$ cat src/hw/mpbc_pkg.sv
// constants and state types of the pause and back-pressure flow control block
package mpbc_pkg;

  // register bus
  localparam int DATA_W = 32;
  localparam int ADDR_W = 8;
  localparam logic [5:0] FLOW_IDX = 6'h08;
  localparam logic [5:0] MODE_IDX = 6'h10;
  localparam logic [5:0] STAT_IDX = 6'h11;
  localparam logic [31:0] FLOW_RESET = 32'h0000_0000;
  localparam logic [31:0] RD_UNMAPPED = 32'h0000_0000;

  // pause_backpressure_control fields
  localparam int FLOW_PT_LSB = 16;
  localparam int FLOW_PASS_BIT = 2;
  localparam int FLOW_EN_BIT = 1;
  localparam int FLOW_BUSY_BIT = 0;

  // link mode register fields
  localparam int MODE_FDX_BIT = 0;
  localparam int MODE_TXEN_BIT = 1;
  localparam int MODE_SPD100_BIT = 2;
  localparam int MODE_PROMISC_BIT = 3;

  // status register fields
  localparam int STAT_HOLD_BIT = 0;
  localparam int STAT_BP_BIT = 1;
  localparam int STAT_TXF_BIT = 2;
  localparam int STAT_QUANTA_LSB = 16;

  // pause frame layout, fcs appended downstream
  localparam logic [47:0] PAUSE_DA = 48'h0180_C200_0001;
  localparam logic [15:0] MAC_CTRL_TYPE = 16'h8808;
  localparam logic [15:0] PAUSE_OPCODE = 16'h0001;
  localparam logic [5:0] TX_LAST_IDX = 6'h3B;
  localparam logic [4:0] RX_TYPE_OFS = 5'h0C;
  localparam logic [4:0] RX_OPC_OFS = 5'h0E;
  localparam logic [4:0] RX_PT_OFS = 5'h10;
  localparam logic [4:0] RX_HDR_LAST = 5'h11;
  localparam logic [4:0] RX_DA_END = 5'h06;
  localparam logic [4:0] RX_IDX_MAX = 5'h1F;

  // timing
  localparam int CLK_NS = 5;
  localparam int SLOT_BITS = 512;
  localparam int BIT_NS_100 = 10;
  localparam int BIT_NS_10 = 100;
  localparam int SLOT_W = 14;
  localparam int SLOT_CYCLES_100 = SLOT_BITS * BIT_NS_100 / CLK_NS;
  localparam int SLOT_CYCLES_10_DFLT = SLOT_BITS * BIT_NS_10 / CLK_NS;

  typedef struct packed {
    logic busy;
    logic [5:0] idx;
    logic [7:0] data;
    logic [15:0] ptime;
  } mpbc_tx_state_t;

  typedef struct packed {
    logic ack;
    logic [31:0] rdata;
    logic [15:0] pause_time_value;
    logic pass_control_frames;
    logic flow_ctrl_enable;
    logic fdx;
    logic tx_en;
    logic spd100;
    logic promisc;
    logic req_q;
    logic start;
    logic bp;
    logic [4:0] rx_idx;
    logic rx_match;
    logic [15:0] rx_pt;
    logic [15:0] quanta;
    logic [SLOT_W-1:0] slot;
    logic [7:0] out_data;
    logic out_valid;
    logic out_sof;
    logic out_eof;
    logic out_err;
    logic out_filter;
    logic out_ctrl;
  } mpbc_state_t;

  localparam mpbc_tx_state_t TX_ST_RESET = '0;
  localparam mpbc_state_t ST_RESET = '0;

endpackage : mpbc_pkg

$ cat src/hw/mpbc_flow_ctrl.sv
// flow control of an ethernet mac: pause send and obey, half-duplex back pressure
//
// Functional notes
// outgoing pause frames carry the programmed pause time from bits 31-16.
// software loads the pause time before enabling full-duplex flow control.
// full duplex: busy high from pause frame start until completely sent.
// half duplex: busy high for the whole back pressure interval.
// software checks busy reads zero before writing the control register.
// software always writes zero into the busy bit.
// pass bit set marks valid pause frames in filter status; clear leaves it clear.
// every received frame is forwarded with its status, errors included.
// the application keeps or drops each frame from its status.
// address filter modes such as promiscuous override the pass bit.
// enable set: decode control frames, hold transmitter pause time times slot.
// enable clear: no control frame decoding and no action.
// received pause acted on only in full duplex with flow control enabled.
// half duplex: the enable bit enables back pressure instead.
// no pause frames and no back pressure while the transmitter is disabled.
// outgoing control frames follow the standard pause frame layout.
// one pause quantum is one slot of 512 bit times at link speed.
//
// Register access over Avalon-MM is this design's own decision.
`timescale 1ns/100ps
module mpbc_flow_ctrl
  import mpbc_pkg::*;
#(
  parameter int SLOT_CYCLES_10 = SLOT_CYCLES_10_DFLT
)
(
  input wire logic MCLK,
  input wire logic RST_B,
  input wire logic [ADDR_W-1:0] AVS_ADDRESS,
  input wire logic AVS_READ,
  input wire logic AVS_WRITE,
  input wire logic [DATA_W-1:0] AVS_WRITEDATA,
  input wire logic [3:0] AVS_BYTEENABLE,
  output logic [DATA_W-1:0] AVS_READDATA,
  output logic AVS_WAITREQUEST,
  input wire logic [47:0] STATION_ADDR,
  input wire logic PAUSE_REQ,
  output logic [7:0] TX_DATA,
  output logic TX_VALID,
  input wire logic TX_READY,
  output logic TX_LAST,
  output logic TX_HOLD,
  output logic BACKPRESSURE,
  input wire logic [7:0] RX_DATA,
  input wire logic RX_VALID,
  input wire logic RX_SOF,
  input wire logic RX_EOF,
  input wire logic RX_ERR,
  input wire logic RX_ADDR_OK,
  output logic [7:0] RX_OUT_DATA,
  output logic RX_OUT_VALID,
  output logic RX_OUT_SOF,
  output logic RX_OUT_EOF,
  output logic RX_OUT_ERR,
  output logic RX_OUT_FILTER,
  output logic RX_OUT_CTRL
);

  if (SLOT_CYCLES_10 < 1 || SLOT_CYCLES_10 >= (1 << SLOT_W)) begin : g_bad_slot
    $error("SLOT_CYCLES_10 must lie between 1 and 2**SLOT_W-1");
  end

  if (SLOT_CYCLES_100 < 1 || SLOT_CYCLES_100 >= (1 << SLOT_W)) begin : g_bad_slot100
    $error("SLOT_CYCLES_100 must lie between 1 and 2**SLOT_W-1");
  end

  if (DATA_W != 32) begin : g_bad_data_w
    $error("the register images are built for a 32-bit data bus");
  end

  if (ADDR_W != 8) begin : g_bad_addr_w
    $error("the word decode uses address bits 7 to 2");
  end

  if (RX_HDR_LAST != RX_PT_OFS + 5'h01) begin : g_bad_rx_layout
    $error("the pause time must be the last two header bytes");
  end

  if (FLOW_IDX == MODE_IDX || FLOW_IDX == STAT_IDX || MODE_IDX == STAT_IDX) begin : g_bad_map
    $error("register word indices must differ");
  end

  if (TX_LAST_IDX < 6'h11) begin : g_bad_tx_len
    $error("an outgoing pause frame must at least hold its header");
  end

  localparam logic [SLOT_W-1:0] SLOT_RELOAD_100 = SLOT_W'(SLOT_CYCLES_100 - 1);
  localparam logic [SLOT_W-1:0] SLOT_RELOAD_10 = SLOT_W'(SLOT_CYCLES_10 - 1);

  // block state outside the frame generator in one struct, cleared together by the asynchronous reset
  mpbc_state_t st;
  mpbc_state_t next_st;
  logic tx_busy;

  // the frame generator latches the pause time itself at start
  mpbc_pause_tx u_pause_tx (
    .mclk(MCLK),
    .rst_b(RST_B),
    .start(st.start),
    .pause_time(st.pause_time_value),
    .src_addr(STATION_ADDR),
    .busy(tx_busy),
    .tx_data(TX_DATA),
    .tx_valid(TX_VALID),
    .tx_ready(TX_READY),
    .tx_last(TX_LAST)
  );

  // expected byte of a pause frame header and whether it is checked
  function automatic logic [8:0] rx_expect(input logic [4:0] i);
    logic [8:0] e;
    e = 9'h000;
    if (i < RX_DA_END) begin
      e = {1'b1, PAUSE_DA[8 * (5 - i) +: 8]};
    end else if (i == RX_TYPE_OFS) begin
      e = {1'b1, MAC_CTRL_TYPE[15:8]};
    end else if (i == RX_TYPE_OFS + 5'h01) begin
      e = {1'b1, MAC_CTRL_TYPE[7:0]};
    end else if (i == RX_OPC_OFS) begin
      e = {1'b1, PAUSE_OPCODE[15:8]};
    end else if (i == RX_OPC_OFS + 5'h01) begin
      e = {1'b1, PAUSE_OPCODE[7:0]};
    end
    return e;
  endfunction : rx_expect

  function automatic logic [31:0] merge(input logic [31:0] old, input logic [31:0] wd,
                                        input logic [3:0] be);
    logic [31:0] v;
    v = old;
    for (int b = 0; b < 4; b++) begin
      if (be[b]) begin
        v[8 * b +: 8] = wd[8 * b +: 8];
      end
    end
    return v;
  endfunction : merge

  logic busy_flag;
  logic [31:0] flow_img;
  logic [31:0] mode_img;
  logic [31:0] stat_img;

  // busy follows the frame in full duplex and back pressure in half duplex
  // the start pulse counts too, so busy never drops between request and first byte
  assign busy_flag = st.fdx ? (tx_busy | st.start) : st.bp;

  always_comb begin
    flow_img = '0;
    flow_img[FLOW_PT_LSB +: 16] = st.pause_time_value;
    flow_img[FLOW_PASS_BIT] = st.pass_control_frames;
    flow_img[FLOW_EN_BIT] = st.flow_ctrl_enable;
    flow_img[FLOW_BUSY_BIT] = busy_flag;
    mode_img = '0;
    mode_img[MODE_FDX_BIT] = st.fdx;
    mode_img[MODE_TXEN_BIT] = st.tx_en;
    mode_img[MODE_SPD100_BIT] = st.spd100;
    mode_img[MODE_PROMISC_BIT] = st.promisc;
    // status is read-only, writes to it fall into the default branch
    stat_img = '0;
    stat_img[STAT_HOLD_BIT] = (st.quanta != 16'h0000);
    stat_img[STAT_BP_BIT] = st.bp;
    stat_img[STAT_TXF_BIT] = tx_busy;
    stat_img[STAT_QUANTA_LSB +: 16] = st.quanta;
  end

  logic [4:0] cur_idx;
  logic [8:0] exp_b;
  logic match_now;
  logic [15:0] pt_now;
  logic pause_ok;
  logic [31:0] wv;
  logic [SLOT_W-1:0] slot_reload;

  always_comb begin
    next_st = st;
    wv = '0;
    cur_idx = RX_SOF ? 5'h00 : st.rx_idx;
    exp_b = rx_expect(cur_idx);
    match_now = RX_SOF ? 1'b1 : st.rx_match;
    pt_now = st.rx_pt;
    pause_ok = 1'b0;
    slot_reload = st.spd100 ? SLOT_RELOAD_100 : SLOT_RELOAD_10;

    // register bus: one wait cycle, answer on the second
    // a request still high after its answer starts a second access
    // read data is latched in the wait cycle, so it stands at the accepting edge
    next_st.ack = (AVS_READ | AVS_WRITE) & ~st.ack;
    if (AVS_READ && !st.ack) begin
      case (AVS_ADDRESS[7:2])
        FLOW_IDX: next_st.rdata = flow_img;
        MODE_IDX: next_st.rdata = mode_img;
        STAT_IDX: next_st.rdata = stat_img;
        default: next_st.rdata = RD_UNMAPPED;
      endcase
    end
    if (AVS_WRITE && st.ack) begin
      case (AVS_ADDRESS[7:2])
        FLOW_IDX: begin
          // busy is hardware owned, the written bit is dropped
          wv = merge(flow_img, AVS_WRITEDATA, AVS_BYTEENABLE);
          next_st.pause_time_value = wv[FLOW_PT_LSB +: 16];
          next_st.pass_control_frames = wv[FLOW_PASS_BIT];
          next_st.flow_ctrl_enable = wv[FLOW_EN_BIT];
        end
        MODE_IDX: begin
          wv = merge(mode_img, AVS_WRITEDATA, AVS_BYTEENABLE);
          next_st.fdx = wv[MODE_FDX_BIT];
          next_st.tx_en = wv[MODE_TXEN_BIT];
          next_st.spd100 = wv[MODE_SPD100_BIT];
          next_st.promisc = wv[MODE_PROMISC_BIT];
        end
        default: begin
          wv = '0;
        end
      endcase
    end

    // pause send on a rising request, back pressure while it stays high
    // a level request would resend frames back to back, hence the edge
    next_st.req_q = PAUSE_REQ;
    next_st.start = PAUSE_REQ & ~st.req_q & st.fdx & st.tx_en & st.flow_ctrl_enable
                    & ~tx_busy & ~st.start;
    next_st.bp = PAUSE_REQ & ~st.fdx & st.tx_en & st.flow_ctrl_enable;

    // receive header decode
    // header bytes other than the source address and pause time are checked as they pass, only the two pause time bytes are stored
    // frames shorter than the header never count as a pause
    if (RX_VALID) begin
      next_st.rx_idx = (cur_idx == RX_IDX_MAX) ? cur_idx : cur_idx + 5'h01;
      if (exp_b[8] && (RX_DATA != exp_b[7:0])) begin
        match_now = 1'b0;
      end
      if (cur_idx == RX_PT_OFS) begin
        pt_now = {RX_DATA, st.rx_pt[7:0]};
      end else if (cur_idx == RX_PT_OFS + 5'h01) begin
        pt_now = {st.rx_pt[15:8], RX_DATA};
      end
      next_st.rx_match = match_now;
      next_st.rx_pt = pt_now;
      // disabled flow control never recognises a control frame
      pause_ok = RX_EOF & st.flow_ctrl_enable & match_now & ~RX_ERR
                 & (cur_idx > RX_HDR_LAST);
    end

    // every byte is forwarded, status rides on the last one
    // anything that is not a recognised pause takes the address filter result
    next_st.out_data = RX_DATA;
    next_st.out_valid = RX_VALID;
    next_st.out_sof = RX_VALID & RX_SOF;
    next_st.out_eof = RX_VALID & RX_EOF;
    next_st.out_err = RX_VALID & RX_EOF & RX_ERR;
    next_st.out_ctrl = pause_ok;
    if (RX_VALID && RX_EOF) begin
      if (st.promisc) begin
        next_st.out_filter = 1'b1;
      end else if (pause_ok) begin
        next_st.out_filter = st.pass_control_frames;
      end else begin
        next_st.out_filter = RX_ADDR_OK;
      end
    end else begin
      next_st.out_filter = 1'b0;
    end

    // transmit hold timer, a new pause replaces the running one
    // a pause time of zero ends a running hold at once
    // leaving full duplex drops a running hold instead of letting it expire
    if (!(st.fdx && st.flow_ctrl_enable)) begin
      next_st.quanta = 16'h0000;
      next_st.slot = '0;
    end else if (pause_ok) begin
      next_st.quanta = pt_now;
      next_st.slot = slot_reload;
    end else if (st.quanta != 16'h0000) begin
      if (st.slot == '0) begin
        next_st.quanta = st.quanta - 16'h0001;
        next_st.slot = slot_reload;
      end else begin
        next_st.slot = st.slot - SLOT_W'(1);
      end
    end
  end

  always_ff @(posedge MCLK or negedge RST_B) begin
    if (!RST_B) begin
      st <= ST_RESET;
    end else begin
      st <= next_st;
    end
  end

  assign AVS_WAITREQUEST = (AVS_READ | AVS_WRITE) & ~st.ack;
  assign AVS_READDATA = st.rdata;
  // a level for the whole hold, not a pulse
  assign TX_HOLD = (st.quanta != 16'h0000);
  assign BACKPRESSURE = st.bp;
  assign RX_OUT_DATA = st.out_data;
  assign RX_OUT_VALID = st.out_valid;
  assign RX_OUT_SOF = st.out_sof;
  assign RX_OUT_EOF = st.out_eof;
  assign RX_OUT_ERR = st.out_err;
  assign RX_OUT_FILTER = st.out_filter;
  assign RX_OUT_CTRL = st.out_ctrl;

endmodule : mpbc_flow_ctrl

$ cat src/hw/mpbc_pause_tx.sv
// byte stream generator for outgoing pause control frames
`timescale 1ns/100ps
module mpbc_pause_tx
  import mpbc_pkg::*;
(
  input wire logic mclk,
  input wire logic rst_b,
  input wire logic start,
  input wire logic [15:0] pause_time,
  input wire logic [47:0] src_addr,
  output logic busy,
  output logic [7:0] tx_data,
  output logic tx_valid,
  input wire logic tx_ready,
  output logic tx_last
);

  mpbc_tx_state_t st;
  mpbc_tx_state_t next_st;

  function automatic logic [7:0] byte_at(input logic [5:0] i, input logic [47:0] sa,
                                         input logic [15:0] pt);
    logic [7:0] b;
    b = 8'h00;
    case (i)
      6'h00: b = PAUSE_DA[47:40];
      6'h01: b = PAUSE_DA[39:32];
      6'h02: b = PAUSE_DA[31:24];
      6'h03: b = PAUSE_DA[23:16];
      6'h04: b = PAUSE_DA[15:8];
      6'h05: b = PAUSE_DA[7:0];
      6'h06: b = sa[47:40];
      6'h07: b = sa[39:32];
      6'h08: b = sa[31:24];
      6'h09: b = sa[23:16];
      6'h0A: b = sa[15:8];
      6'h0B: b = sa[7:0];
      6'h0C: b = MAC_CTRL_TYPE[15:8];
      6'h0D: b = MAC_CTRL_TYPE[7:0];
      6'h0E: b = PAUSE_OPCODE[15:8];
      6'h0F: b = PAUSE_OPCODE[7:0];
      6'h10: b = pt[15:8];
      6'h11: b = pt[7:0];
      default: b = 8'h00;
    endcase
    return b;
  endfunction : byte_at

  always_comb begin
    next_st = st;
    if (!st.busy && start) begin
      // time is frozen at start so a late write cannot split the field
      next_st.busy = 1'b1;
      next_st.idx = 6'h00;
      next_st.ptime = pause_time;
      next_st.data = byte_at(6'h00, src_addr, pause_time);
    end else if (st.busy && tx_ready) begin
      if (st.idx == TX_LAST_IDX) begin
        next_st.busy = 1'b0;
      end else begin
        next_st.idx = st.idx + 6'h01;
        next_st.data = byte_at(st.idx + 6'h01, src_addr, st.ptime);
      end
    end
  end

  always_ff @(posedge mclk or negedge rst_b) begin
    if (!rst_b) begin
      st <= TX_ST_RESET;
    end else begin
      st <= next_st;
    end
  end

  assign busy = st.busy;
  assign tx_valid = st.busy;
  assign tx_data = st.data;
  assign tx_last = st.busy && (st.idx == TX_LAST_IDX);

endmodule : mpbc_pause_tx

$ cat config.mk
export PLATFORM = sky130hd
export DESIGN_NAME = mpbc_flow_ctrl
export DESIGN_NICKNAME = d
export VERILOG_FILES = /design/src/hw/mpbc_pkg.sv /design/src/hw/mpbc_flow_ctrl.sv /design/src/hw/mpbc_pause_tx.sv
export SDC_FILE = /design/constraint.sdc
export NUM_CORES = 1
export LEC_CHECK = 0
export ABC_AREA = 1
export BUFFER_PORTS_ARGS = -buffer_cell sky130_fd_sc_hd__buf_4
export CAP_MARGIN = 20
export CORE_MARGIN = 2
export CORE_UTILIZATION = 40
export CTS_BUF_LIST = sky130_fd_sc_hd__clkbuf_4 sky130_fd_sc_hd__clkbuf_8
export DETAILED_ROUTE_END_ITERATION = 8
export SLEW_MARGIN = 20
export SYNTH_ARGS = -nofsm -noshare
export SYNTH_HDL_FRONTEND = slang
export SYNTH_SLANG_ARGS = --single-unit
$ cat constraint.sdc
create_clock -name MCLK -period 2.77 [get_ports MCLK]
set_input_delay 0.554 -clock MCLK [delete_from_list [all_inputs] [get_ports MCLK]]
set_output_delay 0.554 -clock MCLK [all_outputs]
set_load 0.1 [all_outputs]
==> run_results.csv <==
group,metric,value,unit
status,status,"complete, no violations",
synth,netlist_area,0.00798,mm^2
setup_path,crit_path_max_fanout,6,
clock_tree,cts-root-buf,"clkbuf_8",
power_and_ir_drop,power_frac_seq,0.480,
setup_path,cp_data_arrival_time,2.08,ns
setup_path,crit_type,"register to output port",
place,dp_hpwl,15500,um
layout,multi_input_comb_area,0.00361,mm^2
setup_path,end_kind,"output port",
clock_tree,cts.sinks,143,
layout,drive_gt1_frac,0.231,
layout,fin_util,0.493,
synth,synth_area_per_cell,7.95,um^2
layout,syn_to_final_growth,20.5,%
synth,synth_edf_count,0,
timing,layout_setup_ws,0.136,ns
job,maxCapViolCount,0,
power_and_ir_drop,clockPowerShare,0.377,
worst_hold_path,hp-class,"input pin to async pin",
synth,ys_top_cells_by_area,"dfrtp_1 45%, nand2_1 11%, nand3_1 5.2%, o21ai_0 4.8%, nor2_1 4.8%",
floorplanning,rows,51,
clock_tree,cts_buffers,17,
synth,synthTopCellsByCount,"244 x nand2_1, 143 x dfrtp_1, 102 x nor2_1",
routing,drtPass1Iterations,5,
synth,synth.distinct_cells,43,
routing,drc_errors,0,
power_and_ir_drop,comb_power_share,0.142,
timing,period_share,0.951,
routing,dr_total_vias,6821,
timing,fin_skew,0.0125,ns
timing,tightest_slew,0.552,ns
global_route,antenna_found_initial,0,
global_route,grt_pass1_vias,6802,
global_route,grt_pass1_wl,34500,um
synth,synth_top_area_share,0.448,
timing,period_needed,2.63,ns
routing,antenna_left,0,
clock_tree,insertion_delay,0.45,ns
routing,wirelength,20500,um
layout,finalNetCount,1252,
synth,syn_inst,1004,
routing,wl_per_cell,14.6,um
power_and_ir_drop,peakVddDrop,0.336,mV
place,io_buffers,142,
clock_tree,cts_buffer_depth,2,
synth,synth-seq-cells,143,
power_and_ir_drop,p_int,3.21,mW
timing,rsz0062_at_grt,"yes",
power_and_ir_drop,p_sw,1.36,mW
setup_path,worstPathRequired,2.22,ns
timing,drv_slew,0,
global_route,track_usage,0.201,
power_and_ir_drop,p_per_area,475,mW/mm^2
floorplanning,fp.dieArea,0.0211,mm^2
layout,fillers,1988,
routing,viasPerCell,4.85,
timing,hold_violations,0,
routing,drt_iter0_markers,501,
layout,antenna_cells,0,
synth,yosys_warnings,0,
floorplanning,die_h,145,um
global_route,grt_overflow_total,0,
place,pre_cts_slack,0.246,ns
setup_path,crit_path_start_kind,"register",
clock_tree,cts_hold_buffers,0,
clock_tree,clk_pin_slew,0.09,ns
synth,synth_area_leader_cell,"dfrtp_1",
floorplanning,die_w,145,um
synth,async_reset_ff_frac,1.00,
synth,yosysSeqAreaShare,0.448,
timing,timing.fmax,0.380,GHz
timing,setup_viol,0,
floorplanning,core-area,0.0195,mm^2
clock_tree,cts_tree,"done",
clock_tree,h-tree-depth,4,
floorplanning,initial_core_util,0.409,
power_and_ir_drop,leakagePower,5.04,nW
synth,synth.most_common_cell,"nand2_1",
power_and_ir_drop,swShare,0.299,
floorplanning,pin_count,170,
global_route,grt_max_degree,62,
layout,register_area,0.00358,mm^2
synth,synth_ff_type,"dfrtp_1",
timing,relSlewSlack,0.631,
place,place.gp.congestion,0.889,
routing by layer:
layer / vias to the layer above / GRT usage / routed length (um)
met1: 3205 / 0.254 / 9110
met3: 12 / 0.0456 / 938
met5: - / 0 / 0
li1: 3464 / - / -
met2: 140 / 0.350 / 10200
met4: 0 / 0.0475 / 218
registers in the layout, indices dropped and copies added (netlist names), 4 cells and up:
register and cells:
st 55, u_pause_tx.st 22, AVS_READDATA 20, flow_img 18, RX_OUT_DATA 8, u_pause_tx.tx_data 8
mode_img 4
layout make-up:
type	count	share of cell area
clock buffer	17	0.0243
clock inverter	15	0.0179
inverter	106	0.0419
multi-input combinational	693	0.375
sequential	143	0.372
tap	265	0.0345
timing repair buffer	168	0.134
critical path, stage by stage, from the launching register on:
cell and delay (ns):
dfrtp_1 0.46, ha_1 0.26, inv_1 0.07, nor3_1 0.27
nand4_1 0.22, inv_1 0.11, buf_6 0.23
power groups by stage:
stage	Clock [mW]	Sequential, mW	Combinational [mW]
3_5_place_dp	0	2.24	0.647
3_3_place_gp	0	2.24	0.643
5_1_grt	1.85	2.21	0.719
6_report	1.72	2.20	0.651
4_1_cts	1.77	2.20	0.656
2_1_floorplan	0	2.25	0.393
path summary, 6_finish.rpt:
path,cells past startpoint,from,end,slack [ns]
hold / removal,1,RST_B,u_pause_tx.tx_data[0],0.03
min in group MCLK,1,RX_DATA[4],RX_OUT_DATA[4],0.22
setup / recovery,6,u_pause_tx.st[24],TX_LAST,0.14
setup reg to reg,15,u_pause_tx.st[24],u_pause_tx.tx_data[1],0.31
max in group asynchronous,2,RST_B,RX_OUT_DATA[0],1.92
hold reg to reg,1,st[68],st[67],0.43
cells in the final DEF, fill, tap and decap left out, types with 3 or more instances in the layout:
cell	instances
nand2_1	242
buf_4	164
dfrtp_1	143
nor2_1	101
inv_1	95
nand3_1	81
o21ai_0	77
a21oi_1	33
mux2_2	30
xor2_1	20
clkbuf_8	17
o211ai_1	15
conb_1	12
nand4_1	11
ha_1	11
nor3_1	10
inv_2	9
o22ai_1	7
inv_6	6
nand2_2	4
nand3_2	3
nor3_2	3
nor2_2	3
xnor2_1	3
and3_1	3
per-stage QoR:
step | instances | hold WS [ns] | cell area, um^2 | total power [mW] | TNS [ns]
after global placement | 1368 | 0.400 | 9100 | 2.88 | 0
after floorplan | 1015 | 0.258 | 8020 | 2.64 | 0
after CTS | 1407 | 0.0383 | 9610 | 4.62 | 0
after global routing | 1407 | 0.0530 | 9620 | 4.78 | -0.0445
final | 1407 | 0.0297 | 9620 | 4.57 | 0
after detailed placement | 1368 | 0.417 | 9100 | 2.88 | 0
cells by family (layout without fill, tap and decap cells):
kind of cell | Yosys count | after routing | synth area share
flip-flops | 143 | 143 | 0.448
other | 1 | 12 | 0.000470
multiplexers | 30 | 30 | 0.0423
adder cells (fa/ha/maj) | 12 | 12 | 0.0188
AO/OA/AOI/OAI | 144 | 144 | 0.0995
AND/OR/NAND/NOR | 471 | 471 | 0.253
buffers and inverters | 179 | 306 | 0.111
XOR/XNOR | 24 | 24 | 0.0273
repair_timing:
action	CTS	global route
endpoints found under the setup margin	1	2
setup buffers	7	0
pin swaps	4	1
resized for setup	14	2
(Power assumes the default switching activity.)
